File: src/core/ppm_pkg.sv
// ppm_pkg: register map and constants of the port/pin block.
// assumes an Avalon-MM slave with 32-bit data, word-aligned registers.
//
// Behaviour
// - Port A time-multiplexes address and data for external memory.
// - An address latch strobe marks the address phase for outside latching.
// - External reads use an active-low read strobe and writes a separate active-low store strobe.
// - Byte or word access is decoded outside from the upper-byte enable and bus bit zero.
// - Port B is 16 bits with 12 general pins; B10, B11, B12 and B15 are bus control outputs.
// - The function register switches each general port B pin to I/O or alternate use.
// - Port B alternate uses are UART, closing flag, timers, serial port, hold grant and sync outs.
// - In extended addressing mode B8, B9, B13, B14 carry bank select bits 0 to 3, B8 least significant.
// - Port I is an 8-bit input port readable as general inputs that also feeds peripheral inputs.
// - Port D carries the HDLC enables, clocks, receive inputs and transmit outputs; D0 takes frame sync.
// - Every input pin level can be read by software at any time; port A is only sampled into XDATA at the end of an external read.
// - Port R is 8 bits bidirectional with a per-pin direction register.
// - Port R has a data register whose bits are driven on output pins.
// - Reading the port R pin address returns the real pin levels.
// - After reset ports A, B except B12, D and R are high impedance.
package ppm_pkg;
  // register byte offsets
  localparam logic [5:0] PPM_OFF_B_DATA = 6'h00;
  localparam logic [5:0] PPM_OFF_B_DIR = 6'h04;
  localparam logic [5:0] PPM_OFF_B_FUNC = 6'h08;
  localparam logic [5:0] PPM_OFF_B_PINS = 6'h0C;
  localparam logic [5:0] PPM_OFF_I_PINS = 6'h10;
  localparam logic [5:0] PPM_OFF_D_PINS = 6'h14;
  localparam logic [5:0] PPM_OFF_R_DATA = 6'h18;
  localparam logic [5:0] PPM_OFF_R_DIR = 6'h1C;
  localparam logic [5:0] PPM_OFF_R_PINS = 6'h20;
  localparam logic [5:0] PPM_OFF_CTRL = 6'h24;
  localparam logic [5:0] PPM_OFF_XADDR = 6'h28;
  localparam logic [5:0] PPM_OFF_XDATA = 6'h2C;
  localparam logic [5:0] PPM_OFF_XSTAT = 6'h30;
  // control register fields, then external cycle bits of the status word write
  localparam int PPM_CTRL_EXT_BANK = 0;
  localparam int PPM_CTRL_BANK_LSB = 4;
  localparam int PPM_CTRL_BYTE = 8;
  localparam int PPM_CTRL_WRITE = 9;
  localparam int PPM_CTRL_GO = 10;
  // port B bit positions
  localparam int PPM_B_ALE = 10;
  localparam int PPM_B_WR = 11;
  localparam int PPM_B_HBE = 12;
  localparam int PPM_B_RD = 15;
  // general (non bus control) pins
  localparam logic [15:0] PPM_B_GEN_MASK = 16'h63FF;
  // bank bits sit on B8,B9,B13,B14
  localparam logic [15:0] PPM_B_BANK_MASK = 16'h6300;
  // reset values
  localparam logic [15:0] PPM_RST_B_DATA = 16'h0000;
  localparam logic [15:0] PPM_RST_B_DIR = 16'h0000;
  localparam logic [15:0] PPM_RST_B_FUNC = 16'h0000;
  localparam logic [7:0] PPM_RST_R_DATA = 8'h00;
  localparam logic [7:0] PPM_RST_R_DIR = 8'h00;
  // phase length in clocks
  localparam logic [1:0] PPM_PHASE_CYC = 2'h2;
  typedef enum logic [2:0] {
    PPM_X_IDLE = 3'b000,
    PPM_X_ADDR = 3'b001,
    PPM_X_HOLD = 3'b010,
    PPM_X_STRB = 3'b011,
    PPM_X_DONE = 3'b100
  } ppm_xstate_t;
endpackage

File: src/core/ppm_top.sv
// ppm_top: port A/B/I/D/R pin logic with alternate-function muxing.
// assumes an Avalon-MM master on the core clock;
// peripherals supply alternate outputs and enables.
//
// Decided for this implementation: the Avalon-MM interface to the registers and the address map.
module ppm_top (
  // clock and reset
  input wire logic clk_sys_in,
  input wire logic rst_n_in,
  // avalon-mm slave
  input wire logic [5:0] avs_address_in,
  input wire logic avs_read_in,
  input wire logic avs_write_in,
  input wire logic [3:0] avs_byteenable_in,
  input wire logic [31:0] avs_writedata_in,
  output logic [31:0] avs_readdata_out,
  output logic avs_waitrequest_out,
  output logic [1:0] avs_response_out,
  // port A
  input wire logic [15:0] port_a_in,
  output logic [15:0] port_a_out,
  output logic [15:0] port_a_oe_n_out,
  // port B
  input wire logic [15:0] port_b_in,
  output logic [15:0] port_b_out,
  output logic [15:0] port_b_oe_n_out,
  // port B alternate sources
  input wire logic uart_serial_out_in,
  input wire logic hdlc_one_closing_flag_in,
  input wire logic uart_clock_pin_in,
  input wire logic uart_clock_pin_oe_in,
  input wire logic timer_two_pin_in,
  input wire logic timer_two_pin_oe_in,
  input wire logic timer_three_pin_in,
  input wire logic timer_three_pin_oe_in,
  input wire logic serial_port_out_in,
  input wire logic serial_port_clock_in,
  input wire logic serial_port_clock_oe_in,
  input wire logic hold_grant_n_in,
  input wire logic [3:0] timer_sync_out_in,
  // port B alternate inputs seen by peripherals
  output logic uart_clock_pin_out,
  output logic timer_two_pin_out,
  output logic timer_three_pin_out,
  output logic serial_port_clock_out,
  // port I
  input wire logic [7:0] port_i_in,
  output logic hdlc_two_clock_out,
  output logic nmi_out,
  output logic ext_irq_2_out,
  output logic ext_irq_3_out,
  output logic ext_irq_4_or_wait_request_out,
  output logic serial_port_in_out,
  output logic uart_serial_in_out,
  output logic hdlc_one_clock_out,
  // port D
  input wire logic [7:0] port_d_in,
  output logic [7:0] port_d_out,
  output logic [7:0] port_d_oe_n_out,
  input wire logic hdlc_one_transmit_out_in,
  input wire logic hdlc_one_transmit_oe_in,
  input wire logic hdlc_two_transmit_out_in,
  input wire logic hdlc_two_transmit_oe_in,
  output logic receiver_one_enable_or_frame_sync_out,
  output logic transmitter_one_enable_out,
  output logic receiver_two_enable_or_clock_out,
  output logic transmitter_two_enable_out,
  output logic hdlc_one_receive_in_out,
  output logic hdlc_two_receive_in_out,
  // port R
  input wire logic [7:0] port_r_in,
  output logic [7:0] port_r_out,
  output logic [7:0] port_r_oe_n_out
);
  logic [15:0] b_data_reg;
  logic [15:0] b_dir_reg;
  logic [15:0] port_b_function_select_reg;
  logic [15:0] b_pins_reg;
  logic [7:0] i_pins_reg;
  logic [7:0] d_pins_reg;
  logic [7:0] ctrl_reg;
  logic [15:0] xaddr_reg;
  logic [15:0] xdata_reg;
  logic go_pulse_reg;
  logic rd_seen_reg;
  logic ack_reg;
  logic [31:0] rdata_reg;
  logic [1:0] resp_reg;
  logic acc;
  logic wr_hit;
  logic [7:0] r_data;
  logic [7:0] r_dir;
  logic [7:0] r_pins;
  logic x_busy;
  logic [15:0] x_rdata;
  logic ale;
  logic rd_n;
  logic wr_n;
  logic hbe_n;
  logic [15:0] alt_val;
  logic [15:0] alt_oe;
  logic [15:0] b_val;
  logic [15:0] b_oe;
  logic [3:0] bank;

  // byte-lane merge of a write
  function automatic logic [15:0] merge16(input logic [15:0] old, input logic [31:0] wd,
                                          input logic [3:0] be);
    merge16 = {be[1] ? wd[15:8] : old[15:8], be[0] ? wd[7:0] : old[7:0]};
  endfunction

  // bus slave: one wait cycle then acknowledge
  assign acc = (avs_read_in | avs_write_in) & ~ack_reg;
  assign wr_hit = avs_write_in & ack_reg;
  assign avs_waitrequest_out = acc;
  assign avs_readdata_out = rdata_reg;
  assign avs_response_out = resp_reg;

  always_ff @(posedge clk_sys_in) begin
    if (!rst_n_in) begin
      ack_reg <= 1'b0;
    end else begin
      ack_reg <= acc;
    end
  end

  always_ff @(posedge clk_sys_in) begin
    if (!rst_n_in) begin
      rdata_reg <= 32'h0000_0000;
      resp_reg <= 2'h0;
    end else if (acc) begin
      resp_reg <= 2'h0;
      rdata_reg <= 32'h0000_0000;
      case (avs_address_in)
        ppm_pkg::PPM_OFF_B_DATA: rdata_reg <= {16'h0, b_data_reg};
        ppm_pkg::PPM_OFF_B_DIR: rdata_reg <= {16'h0, b_dir_reg};
        ppm_pkg::PPM_OFF_B_FUNC: rdata_reg <= {16'h0, port_b_function_select_reg};
        ppm_pkg::PPM_OFF_B_PINS: rdata_reg <= {16'h0, b_pins_reg};
        ppm_pkg::PPM_OFF_I_PINS: rdata_reg <= {24'h0, i_pins_reg};
        ppm_pkg::PPM_OFF_D_PINS: rdata_reg <= {24'h0, d_pins_reg};
        ppm_pkg::PPM_OFF_R_DATA: rdata_reg <= {24'h0, r_data};
        ppm_pkg::PPM_OFF_R_DIR: rdata_reg <= {24'h0, r_dir};
        ppm_pkg::PPM_OFF_R_PINS: rdata_reg <= {24'h0, r_pins};
        ppm_pkg::PPM_OFF_CTRL: rdata_reg <= {24'h0, ctrl_reg};
        ppm_pkg::PPM_OFF_XADDR: rdata_reg <= {16'h0, xaddr_reg};
        ppm_pkg::PPM_OFF_XDATA: rdata_reg <= {16'h0, xdata_reg};
        ppm_pkg::PPM_OFF_XSTAT: rdata_reg <= {31'h0, x_busy};
        default: resp_reg <= 2'h2;
      endcase
    end
  end

  always_ff @(posedge clk_sys_in) begin
    if (!rst_n_in) begin
      b_data_reg <= ppm_pkg::PPM_RST_B_DATA;
      b_dir_reg <= ppm_pkg::PPM_RST_B_DIR;
      port_b_function_select_reg <= ppm_pkg::PPM_RST_B_FUNC;
    end else if (wr_hit) begin
      case (avs_address_in)
        ppm_pkg::PPM_OFF_B_DATA: b_data_reg <= merge16(b_data_reg, avs_writedata_in,
                                                        avs_byteenable_in);
        ppm_pkg::PPM_OFF_B_DIR: b_dir_reg <= merge16(b_dir_reg, avs_writedata_in,
                                                      avs_byteenable_in) &
                                              ppm_pkg::PPM_B_GEN_MASK;
        ppm_pkg::PPM_OFF_B_FUNC: port_b_function_select_reg <= merge16(
            port_b_function_select_reg, avs_writedata_in, avs_byteenable_in) &
            ppm_pkg::PPM_B_GEN_MASK;
        default: b_data_reg <= b_data_reg;
      endcase
    end
  end

  always_ff @(posedge clk_sys_in) begin
    if (!rst_n_in) begin
      ctrl_reg <= 8'h00;
      xaddr_reg <= 16'h0000;
      xdata_reg <= 16'h0000;
      go_pulse_reg <= 1'b0;
      rd_seen_reg <= 1'b0;
    end else begin
      go_pulse_reg <= 1'b0;
      rd_seen_reg <= ~rd_n;
      if (wr_hit && avs_address_in == ppm_pkg::PPM_OFF_CTRL && avs_byteenable_in[0]) begin
        ctrl_reg <= avs_writedata_in[7:0];
      end
      if (wr_hit && avs_address_in == ppm_pkg::PPM_OFF_XADDR) begin
        xaddr_reg <= merge16(xaddr_reg, avs_writedata_in, avs_byteenable_in);
      end
      if (wr_hit && avs_address_in == ppm_pkg::PPM_OFF_XDATA) begin
        xdata_reg <= merge16(xdata_reg, avs_writedata_in, avs_byteenable_in);
      end else if (rd_seen_reg && rd_n) begin
        xdata_reg <= x_rdata;
      end
      if (wr_hit && avs_address_in == ppm_pkg::PPM_OFF_XSTAT && avs_byteenable_in[1]) begin
        go_pulse_reg <= avs_writedata_in[ppm_pkg::PPM_CTRL_GO] & ~x_busy;
      end
    end
  end

  // external bus cycle control bits ride in the status word write
  logic x_write_reg;
  logic x_byte_reg;
  always_ff @(posedge clk_sys_in) begin
    if (!rst_n_in) begin
      x_write_reg <= 1'b0;
      x_byte_reg <= 1'b0;
    end else if (wr_hit && avs_address_in == ppm_pkg::PPM_OFF_XSTAT && avs_byteenable_in[1]) begin
      x_write_reg <= avs_writedata_in[ppm_pkg::PPM_CTRL_WRITE];
      x_byte_reg <= avs_writedata_in[ppm_pkg::PPM_CTRL_BYTE];
    end
  end

  // pin samples
  always_ff @(posedge clk_sys_in) begin
    if (!rst_n_in) begin
      b_pins_reg <= 16'h0000;
      i_pins_reg <= 8'h00;
      d_pins_reg <= 8'h00;
    end else begin
      b_pins_reg <= port_b_in;
      i_pins_reg <= port_i_in;
      d_pins_reg <= port_d_in;
    end
  end

  ppm_bus_seq u_seq (
    .clk_sys_in(clk_sys_in),
    .rst_n_in(rst_n_in),
    .start_in(go_pulse_reg),
    .write_in(x_write_reg),
    .byte_in(x_byte_reg),
    .addr_in(xaddr_reg),
    .wdata_in(xdata_reg),
    .busy_out(x_busy),
    .rdata_out(x_rdata),
    .a_pad_in(port_a_in),
    .a_pad_out(port_a_out),
    .a_pad_oe_n_out(port_a_oe_n_out),
    .ale_out(ale),
    .rd_n_out(rd_n),
    .wr_n_out(wr_n),
    .upper_byte_enable_n_out(hbe_n)
  );

  ppm_port_r u_port_r (
    .clk_sys_in(clk_sys_in),
    .rst_n_in(rst_n_in),
    .data_wr_in(wr_hit && avs_address_in == ppm_pkg::PPM_OFF_R_DATA && avs_byteenable_in[0]),
    .dir_wr_in(wr_hit && avs_address_in == ppm_pkg::PPM_OFF_R_DIR && avs_byteenable_in[0]),
    .wdata_in(avs_writedata_in[7:0]),
    .data_out(r_data),
    .dir_out(r_dir),
    .pins_out(r_pins),
    .pad_in(port_r_in),
    .pad_out(port_r_out),
    .pad_oe_n_out(port_r_oe_n_out)
  );

  // alternate function drive
  assign bank = ctrl_reg[ppm_pkg::PPM_CTRL_BANK_LSB +: 4];
  always_comb begin
    alt_val = 16'h0000;
    alt_oe = 16'h0000;
    alt_val[0] = uart_serial_out_in;
    alt_oe[0] = 1'b1;
    alt_val[1] = hdlc_one_closing_flag_in;
    alt_oe[1] = 1'b1;
    alt_val[2] = uart_clock_pin_in;
    alt_oe[2] = uart_clock_pin_oe_in;
    alt_val[3] = timer_two_pin_in;
    alt_oe[3] = timer_two_pin_oe_in;
    alt_val[4] = timer_three_pin_in;
    alt_oe[4] = timer_three_pin_oe_in;
    alt_val[5] = serial_port_out_in;
    alt_oe[5] = 1'b1;
    alt_val[6] = serial_port_clock_in;
    alt_oe[6] = serial_port_clock_oe_in;
    alt_val[7] = hold_grant_n_in;
    alt_oe[7] = 1'b1;
    alt_val[9:8] = timer_sync_out_in[1:0];
    alt_oe[9:8] = 2'b11;
    alt_val[14:13] = timer_sync_out_in[3:2];
    alt_oe[14:13] = 2'b11;
    if (ctrl_reg[ppm_pkg::PPM_CTRL_EXT_BANK]) begin
      alt_val[9:8] = bank[1:0];
      alt_val[14:13] = bank[3:2];
    end
  end

  always_comb begin
    b_val = b_data_reg;
    b_oe = b_dir_reg;
    for (int k = 0; k < 16; k++) begin
      if (port_b_function_select_reg[k] ||
          (ctrl_reg[ppm_pkg::PPM_CTRL_EXT_BANK] && ppm_pkg::PPM_B_BANK_MASK[k])) begin
        b_val[k] = alt_val[k];
        b_oe[k] = alt_oe[k];
      end
    end
    b_val[ppm_pkg::PPM_B_ALE] = ale;
    b_val[ppm_pkg::PPM_B_WR] = wr_n;
    b_val[ppm_pkg::PPM_B_HBE] = hbe_n;
    b_val[ppm_pkg::PPM_B_RD] = rd_n;
    b_oe[ppm_pkg::PPM_B_ALE] = x_busy;
    b_oe[ppm_pkg::PPM_B_WR] = x_busy;
    b_oe[ppm_pkg::PPM_B_HBE] = 1'b1;
    b_oe[ppm_pkg::PPM_B_RD] = x_busy;
  end

  assign port_b_out = b_val;
  assign port_b_oe_n_out = ~b_oe;

  // alternate inputs from port B
  assign uart_clock_pin_out = b_pins_reg[2];
  assign timer_two_pin_out = b_pins_reg[3];
  assign timer_three_pin_out = b_pins_reg[4];
  assign serial_port_clock_out = b_pins_reg[6];

  // port I peripheral inputs
  assign hdlc_two_clock_out = i_pins_reg[0];
  assign nmi_out = i_pins_reg[1];
  assign ext_irq_2_out = i_pins_reg[2];
  assign ext_irq_3_out = i_pins_reg[3];
  assign ext_irq_4_or_wait_request_out = i_pins_reg[4];
  assign serial_port_in_out = i_pins_reg[5];
  assign uart_serial_in_out = i_pins_reg[6];
  assign hdlc_one_clock_out = i_pins_reg[7];

  // port D peripheral pins
  assign receiver_one_enable_or_frame_sync_out = d_pins_reg[0];
  assign transmitter_one_enable_out = d_pins_reg[1];
  assign receiver_two_enable_or_clock_out = d_pins_reg[2];
  assign transmitter_two_enable_out = d_pins_reg[3];
  assign hdlc_one_receive_in_out = d_pins_reg[4];
  assign hdlc_two_receive_in_out = d_pins_reg[6];
  always_comb begin
    port_d_out = 8'h00;
    port_d_oe_n_out = 8'hFF;
    port_d_out[5] = hdlc_one_transmit_out_in;
    port_d_out[7] = hdlc_two_transmit_out_in;
    port_d_oe_n_out[5] = ~(rst_n_in & hdlc_one_transmit_oe_in);
    port_d_oe_n_out[7] = ~(rst_n_in & hdlc_two_transmit_oe_in);
  end
endmodule

File: src/core/ppm_port_r.sv
// ppm_port_r: general 8-bit bidirectional port with data and direction.
// assumes register writes arrive as one-cycle strobes from the bus slave.
module ppm_port_r (
  // clock and reset
  input wire logic clk_sys_in,
  input wire logic rst_n_in,
  // register side
  input wire logic data_wr_in,
  input wire logic dir_wr_in,
  input wire logic [7:0] wdata_in,
  output logic [7:0] data_out,
  output logic [7:0] dir_out,
  output logic [7:0] pins_out,
  // pins
  input wire logic [7:0] pad_in,
  output logic [7:0] pad_out,
  output logic [7:0] pad_oe_n_out
);
  logic [7:0] data_reg;
  logic [7:0] dir_reg;
  logic [7:0] pins_reg;

  always_ff @(posedge clk_sys_in) begin
    if (!rst_n_in) begin
      data_reg <= ppm_pkg::PPM_RST_R_DATA;
    end else if (data_wr_in) begin
      data_reg <= wdata_in;
    end
  end

  always_ff @(posedge clk_sys_in) begin
    if (!rst_n_in) begin
      dir_reg <= ppm_pkg::PPM_RST_R_DIR;
    end else if (dir_wr_in) begin
      dir_reg <= wdata_in;
    end
  end

  always_ff @(posedge clk_sys_in) begin
    if (!rst_n_in) begin
      pins_reg <= 8'h00;
    end else begin
      pins_reg <= pad_in;
    end
  end

  assign data_out = data_reg;
  assign dir_out = dir_reg;
  assign pins_out = pins_reg;
  assign pad_out = data_reg;
  assign pad_oe_n_out = ~dir_reg;
endmodule

File: src/core/ppm_bus_seq.sv
// ppm_bus_seq: multiplexed external bus cycle sequencer for port A.
// assumes one request at a time; start pulses while busy are ignored.
module ppm_bus_seq (
  // clock and reset
  input wire logic clk_sys_in,
  input wire logic rst_n_in,
  // request
  input wire logic start_in,
  input wire logic write_in,
  input wire logic byte_in,
  input wire logic [15:0] addr_in,
  input wire logic [15:0] wdata_in,
  output logic busy_out,
  output logic [15:0] rdata_out,
  // port A pins
  input wire logic [15:0] a_pad_in,
  output logic [15:0] a_pad_out,
  output logic [15:0] a_pad_oe_n_out,
  // bus control
  output logic ale_out,
  output logic rd_n_out,
  output logic wr_n_out,
  output logic upper_byte_enable_n_out
);
  ppm_pkg::ppm_xstate_t state_reg;
  logic [1:0] cnt_reg;
  logic wr_reg;
  logic [15:0] a_reg;
  logic a_oe_n_reg;
  logic [15:0] rdata_reg;
  logic hbe_n_reg;

  // word access or odd byte enables the high lane
  function automatic logic hbe_n_of(input logic is_byte, input logic bit0);
    hbe_n_of = is_byte & ~bit0;
  endfunction

  always_ff @(posedge clk_sys_in) begin
    if (!rst_n_in) begin
      state_reg <= ppm_pkg::PPM_X_IDLE;
      cnt_reg <= 2'h0;
    end else begin
      case (state_reg)
        ppm_pkg::PPM_X_IDLE: begin
          if (start_in) begin
            state_reg <= ppm_pkg::PPM_X_ADDR;
            cnt_reg <= ppm_pkg::PPM_PHASE_CYC - 2'h1;
          end
        end
        ppm_pkg::PPM_X_ADDR: begin
          if (cnt_reg == 2'h0) begin
            state_reg <= ppm_pkg::PPM_X_HOLD;
          end else begin
            cnt_reg <= cnt_reg - 2'h1;
          end
        end
        ppm_pkg::PPM_X_HOLD: begin
          state_reg <= ppm_pkg::PPM_X_STRB;
          cnt_reg <= ppm_pkg::PPM_PHASE_CYC - 2'h1;
        end
        ppm_pkg::PPM_X_STRB: begin
          if (cnt_reg == 2'h0) begin
            state_reg <= ppm_pkg::PPM_X_DONE;
          end else begin
            cnt_reg <= cnt_reg - 2'h1;
          end
        end
        ppm_pkg::PPM_X_DONE: state_reg <= ppm_pkg::PPM_X_IDLE;
        default: state_reg <= ppm_pkg::PPM_X_IDLE;
      endcase
    end
  end

  always_ff @(posedge clk_sys_in) begin
    if (!rst_n_in) begin
      wr_reg <= 1'b0;
      a_reg <= 16'h0000;
      a_oe_n_reg <= 1'b1;
      hbe_n_reg <= 1'b1;
    end else begin
      case (state_reg)
        ppm_pkg::PPM_X_IDLE: begin
          a_oe_n_reg <= 1'b1;
          hbe_n_reg <= 1'b1;
          if (start_in) begin
            wr_reg <= write_in;
            a_reg <= addr_in;
            a_oe_n_reg <= 1'b0;
            hbe_n_reg <= hbe_n_of(byte_in, addr_in[0]);
          end
        end
        ppm_pkg::PPM_X_HOLD: begin
          a_reg <= wdata_in;
          a_oe_n_reg <= ~wr_reg;
        end
        ppm_pkg::PPM_X_DONE: begin
          a_oe_n_reg <= 1'b1;
          hbe_n_reg <= 1'b1;
        end
        default: a_oe_n_reg <= a_oe_n_reg;
      endcase
    end
  end

  always_ff @(posedge clk_sys_in) begin
    if (!rst_n_in) begin
      rdata_reg <= 16'h0000;
    end else if (state_reg == ppm_pkg::PPM_X_STRB && cnt_reg == 2'h0 && !wr_reg) begin
      rdata_reg <= a_pad_in;
    end
  end

  assign busy_out = (state_reg != ppm_pkg::PPM_X_IDLE);
  assign rdata_out = rdata_reg;
  assign a_pad_out = a_reg;
  assign a_pad_oe_n_out = {16{a_oe_n_reg}};
  assign ale_out = (state_reg == ppm_pkg::PPM_X_ADDR);
  assign rd_n_out = ~(state_reg == ppm_pkg::PPM_X_STRB && !wr_reg);
  assign wr_n_out = ~(state_reg == ppm_pkg::PPM_X_STRB && wr_reg);
  assign upper_byte_enable_n_out = hbe_n_reg;
endmodule

File: config.mk
export PLATFORM = sky130hd
export DESIGN_NAME = ppm_top
export DESIGN_NICKNAME = d
export VERILOG_FILES = /design/src/core/ppm_pkg.sv /design/src/core/ppm_top.sv /design/src/core/ppm_port_r.sv /design/src/core/ppm_bus_seq.sv
export SDC_FILE = /design/constraint.sdc
export NUM_CORES = 1
export LEC_CHECK = 0
export ABC_AREA = 1
export CAP_MARGIN = 20
export CELL_PAD_IN_SITES_DETAIL_PLACEMENT = 2
export CELL_PAD_IN_SITES_GLOBAL_PLACEMENT = 2
export CORE_AREA = 2 2 156 158
export CTS_BUF_LIST = sky130_fd_sc_hd__clkbuf_4 sky130_fd_sc_hd__clkbuf_8
export DETAILED_ROUTE_END_ITERATION = 7
export DIE_AREA = 0 0 158 160
export DONT_BUFFER_PORTS = 1
export GPL_ROUTABILITY_DRIVEN = 0
export MAX_ROUTING_LAYER = met4
export PLACE_DENSITY = 0.94
export SLEW_MARGIN = 0
export SYNTH_ARGS = -nofsm -noshare
export SYNTH_HDL_FRONTEND = slang
export SYNTH_SLANG_ARGS = --single-unit
File: constraint.sdc
create_clock -name clk_sys_in -period 3.1 [get_ports clk_sys_in]
set_input_delay 0.155 -clock clk_sys_in [delete_from_list [all_inputs] [get_ports clk_sys_in]]
set_output_delay 0.155 -clock clk_sys_in [all_outputs]
set_load 0.03 [all_outputs]
==> metrics.md <==
| Metric | Value |
|---|---|
| Outcome | completed |
| Global-route usage over all layers | 0.309 |
| Slew @ Worst Pin | 0.909 ns |
| Setup violations, final | 0 |
| Highest-count cells in the layout ignoring fill and taps | 300 x nand2_1, 197 x dfxtp_1, 133 x o21ai_0, 111 x a21oi_1, 107 x nor2_1 |
| Leading post-synthesis cells by cell area | dfxtp_1 45%, nand2_1 13%, o21ai_0 7.5% |
| Hold depth | 2 |
| Total number of yosys warnings | 0 |
| Total count of hold-check failures in the final report | 0 |
| Floorplan core area | 23800 sq um |
| Most area-hungry cell type in the Yosys netlist | dfxtp_1 |
| Share of the clock period used by the worst path | 0.709 |
| Detailed router's first-iteration violation count | between 400 and 500 |
| Number of cell instances on the worst register-to-register path | 8 |
| RSZ-0062 raised after global routing | false |
| Main synth FF type | dfxtp_1 |
| Num ports | 271 |
| Crit-path cells | clkinv_1, nand2_1, o22ai_1, nor2_1 |
| Post-synthesis instance area | 8880 sq um |
| Worst-skew pair later-pin latency | approximately 0.52 ns |
| Final Total Pwr | 5.94 mW |
| FP Rows | 57 |
| Total DRC errors in the routed layout | 0 |
| Maximum count of clock buffers along a single path | 2 |
| Detailed Route WL | 37.6 mm |
| Async set-reset flop share out of synthesis | 0 |
| Via count of the first global-routing pass | between 9000 and 10000 |
| Post-synthesis to final-layout area growth | 12.6% |
| Unique cell type count in the Yosys netlist | 41 |
| Number of diodes | 0 |
| CTS Sinks | about 200 |
| Highest ir drop seen on vdd | 0.569 mV |
| Type of element capturing the critical path | output port |
| Final-report max-slew violation count | 0 |
| Die boundary width | roughly 160 microns |
| Power Dens Cells | 594 nW/um^2 |
| Maximum clock rate | 0.455 GHz |
| Leakage power | approximately 4.3 nW |
| Leading cell type in the layout, fill and taps excluded | nand2_1 |
| Clock tree from TritonCTS | done |
| Register-to-register setup slack | 0.96 ns |
| Required time of the critical path | 2.94 ns |
| CP startpoint kind | flip-flop |
| Number of setup buffers added after CTS | 0 |
| Accumulated negative setup slack | 0 ns |
| Post-synth EDFFs | 0 |
| Max-cap violations | 0 |
| Highest-delay cell along the critical path | nor2_1 |
| Kind of critical path | reg2out |
| Initial antenna violation count | 0 |
| Final critical delay including setup and external delays | 2.20 ns |
| Arr. time, crit path | 2.04 ns |
| Half-perimeter wire length after placement | roughly 24 mm |
| Post-synthesis register bit count | 198 |
| Share of the synthesized area in the top cell type | 0.446 |
| Syn_area_per_cell | 7.29 sq um |
| Maximum fanout encountered on the critical timing path | 9 |
| IO Port Bufs | 0 |
| Remaining global-route overflow | 0 |
| Slowest Stage Delay on Critical Path | 0.53 ns |
| Root Buffer | clkbuf_8 |
| DR pass1 iterations | 5 |
| Clock transition time at the flip-flop clock pins of the worst setup and hold paths | between 0.1 and 0.15 ns |
| First-pass GRT wire length | about 57 mm |
| Number of fill cells in the layout | 2790 |
| Initial core utilization | 0.373 |
| Max-slew headroom at the worst pin | 0.393 |
| Sequential fraction of the synthesis area | 0.446 |
| CTS H-Tree Depth | 4 |
| Y dimension of the die | 160 microns |
| Class of the worst hold path | in2reg |
| Vias per cell | 5.40 |
| Worst setup skew after layout | 0.0193 ns |
| Layout Nets | 1366 |
| Pin count of the biggest net entering global routing | 175 |
| Post-route ant nets | 0 |
| Proportion of layout cells with a drive suffix above 1 | 0.0853 |
| Die footprint | 25300 sq um |
| Number of buffers created by CTS | 17 |
| Mapped Cells | ~1200 |
| Wirelength per Cell | roughly 24 microns |
| Vias | 8532 |
[critical path, delay by kind of cell (launching register included)]
family / cells / cell delay (ns)
AOI/OAI and AO/OA: 1 / 0.08
buffers and inverters: 1 / 0.29
DFF: 1 / 0.47
and+or+nand+nor: 2 / 0.70
[what timing repair did]
item	4_1_cts	5_1_grt
hold buffers	74	1
endpoints found under the hold margin	175	1
gates resized for setup	0	0
[power breakdown]
group / internal, mW / total (mW) / switching [mW]
Sequential: 2.71 / 3.13 / 0.415
Combinational: 0.225 / 0.936 / 0.711
Clock: 0.818 / 1.88 / 1.06
Total: 3.75 / 5.94 / 2.19
[routing by layer]
layer / share of wire / track usage / wire length [microns]
met1: 0.36 / 0.312 / 13500
met2: 0.52 / 0.540 / 19600
met3: 0.065 / 0.0825 / 2460
met4: 0.053 / 0.164 / 2010
met5: 0 / - / 0
[metrics by stage]
stage	util	instance area, sq um	hold WS, ns	setup slack (ns)	cells
floorplan	-	8990	0.253	1.36	1247
global placement	0.369	8800	0.254	0.964	1473
detailed placement	0.369	8800	0.261	0.854	1473
CTS	0.419	9990	0.00112	0.886	1578
global route	0.420	10000	0.00573	0.745	1579
finish	0.420	10000	0.0302	0.904	1579
[cell families (layout without fill, tap and decap cells)]
logic type                 Yosys count  after routing  synth area share
and+or+nand+nor                    472            472             0.227
AOI/OAI and AO/OA                  303            303             0.181
muxes                               12             12            0.0147
other                                2             30          0.000846
buffers and inverters              231            239             0.129
DFF                                198            198             0.446
adders and majority gates            1              1           0.00141
[worst paths after layout]
| kind | startpoint | end |
|---|---|---|
| setup / recovery | ctrl_reg[0] | port_b_out[14] |
| hold / removal | avs_writedata_in[0] | port_b_function_select_reg[0] |
| setup reg to reg | u_seq.state_reg[2] | u_seq.rdata_out[3] |
| hold reg to reg | xdata_reg[3] | xdata_reg[3] |
[cell usage after synthesis, types with 5 or more instances]
| master | n |
|---|---|
| dfxtp_1 | 198 |
| nor3_1 | 5 |
| o21ai_1 | 19 |
| buf_4 | 61 |
| nand4_1 | 6 |
| nor2_1 | 108 |
| o22ai_1 | 6 |
| nor2_2 | 13 |
| inv_1 | 106 |
| a31oi_1 | 17 |
| buf_2 | 10 |
| nand3_1 | 16 |
| a22oi_1 | 6 |
| mux2_2 | 8 |
| a21oi_1 | 111 |
| nor2_4 | 11 |
| clkbuf_1 | 29 |
| nand2_1 | 300 |
| o21ai_0 | 133 |
| inv_2 | 15 |
[area by class of cell]
cell class                      instances  area (sq um)  share of cell area
Clock buffer                           17           234              0.0234
Clock inverter                         14           196              0.0197
Inverter                              126           478              0.0478
Multi-Input combinational cell        818          3880               0.388
Sequential cell                       198          3970               0.397
Tap cell                              324           405              0.0406
Timing Repair Buffer                   82           833              0.0834
(Power assumes the default switching activity.)
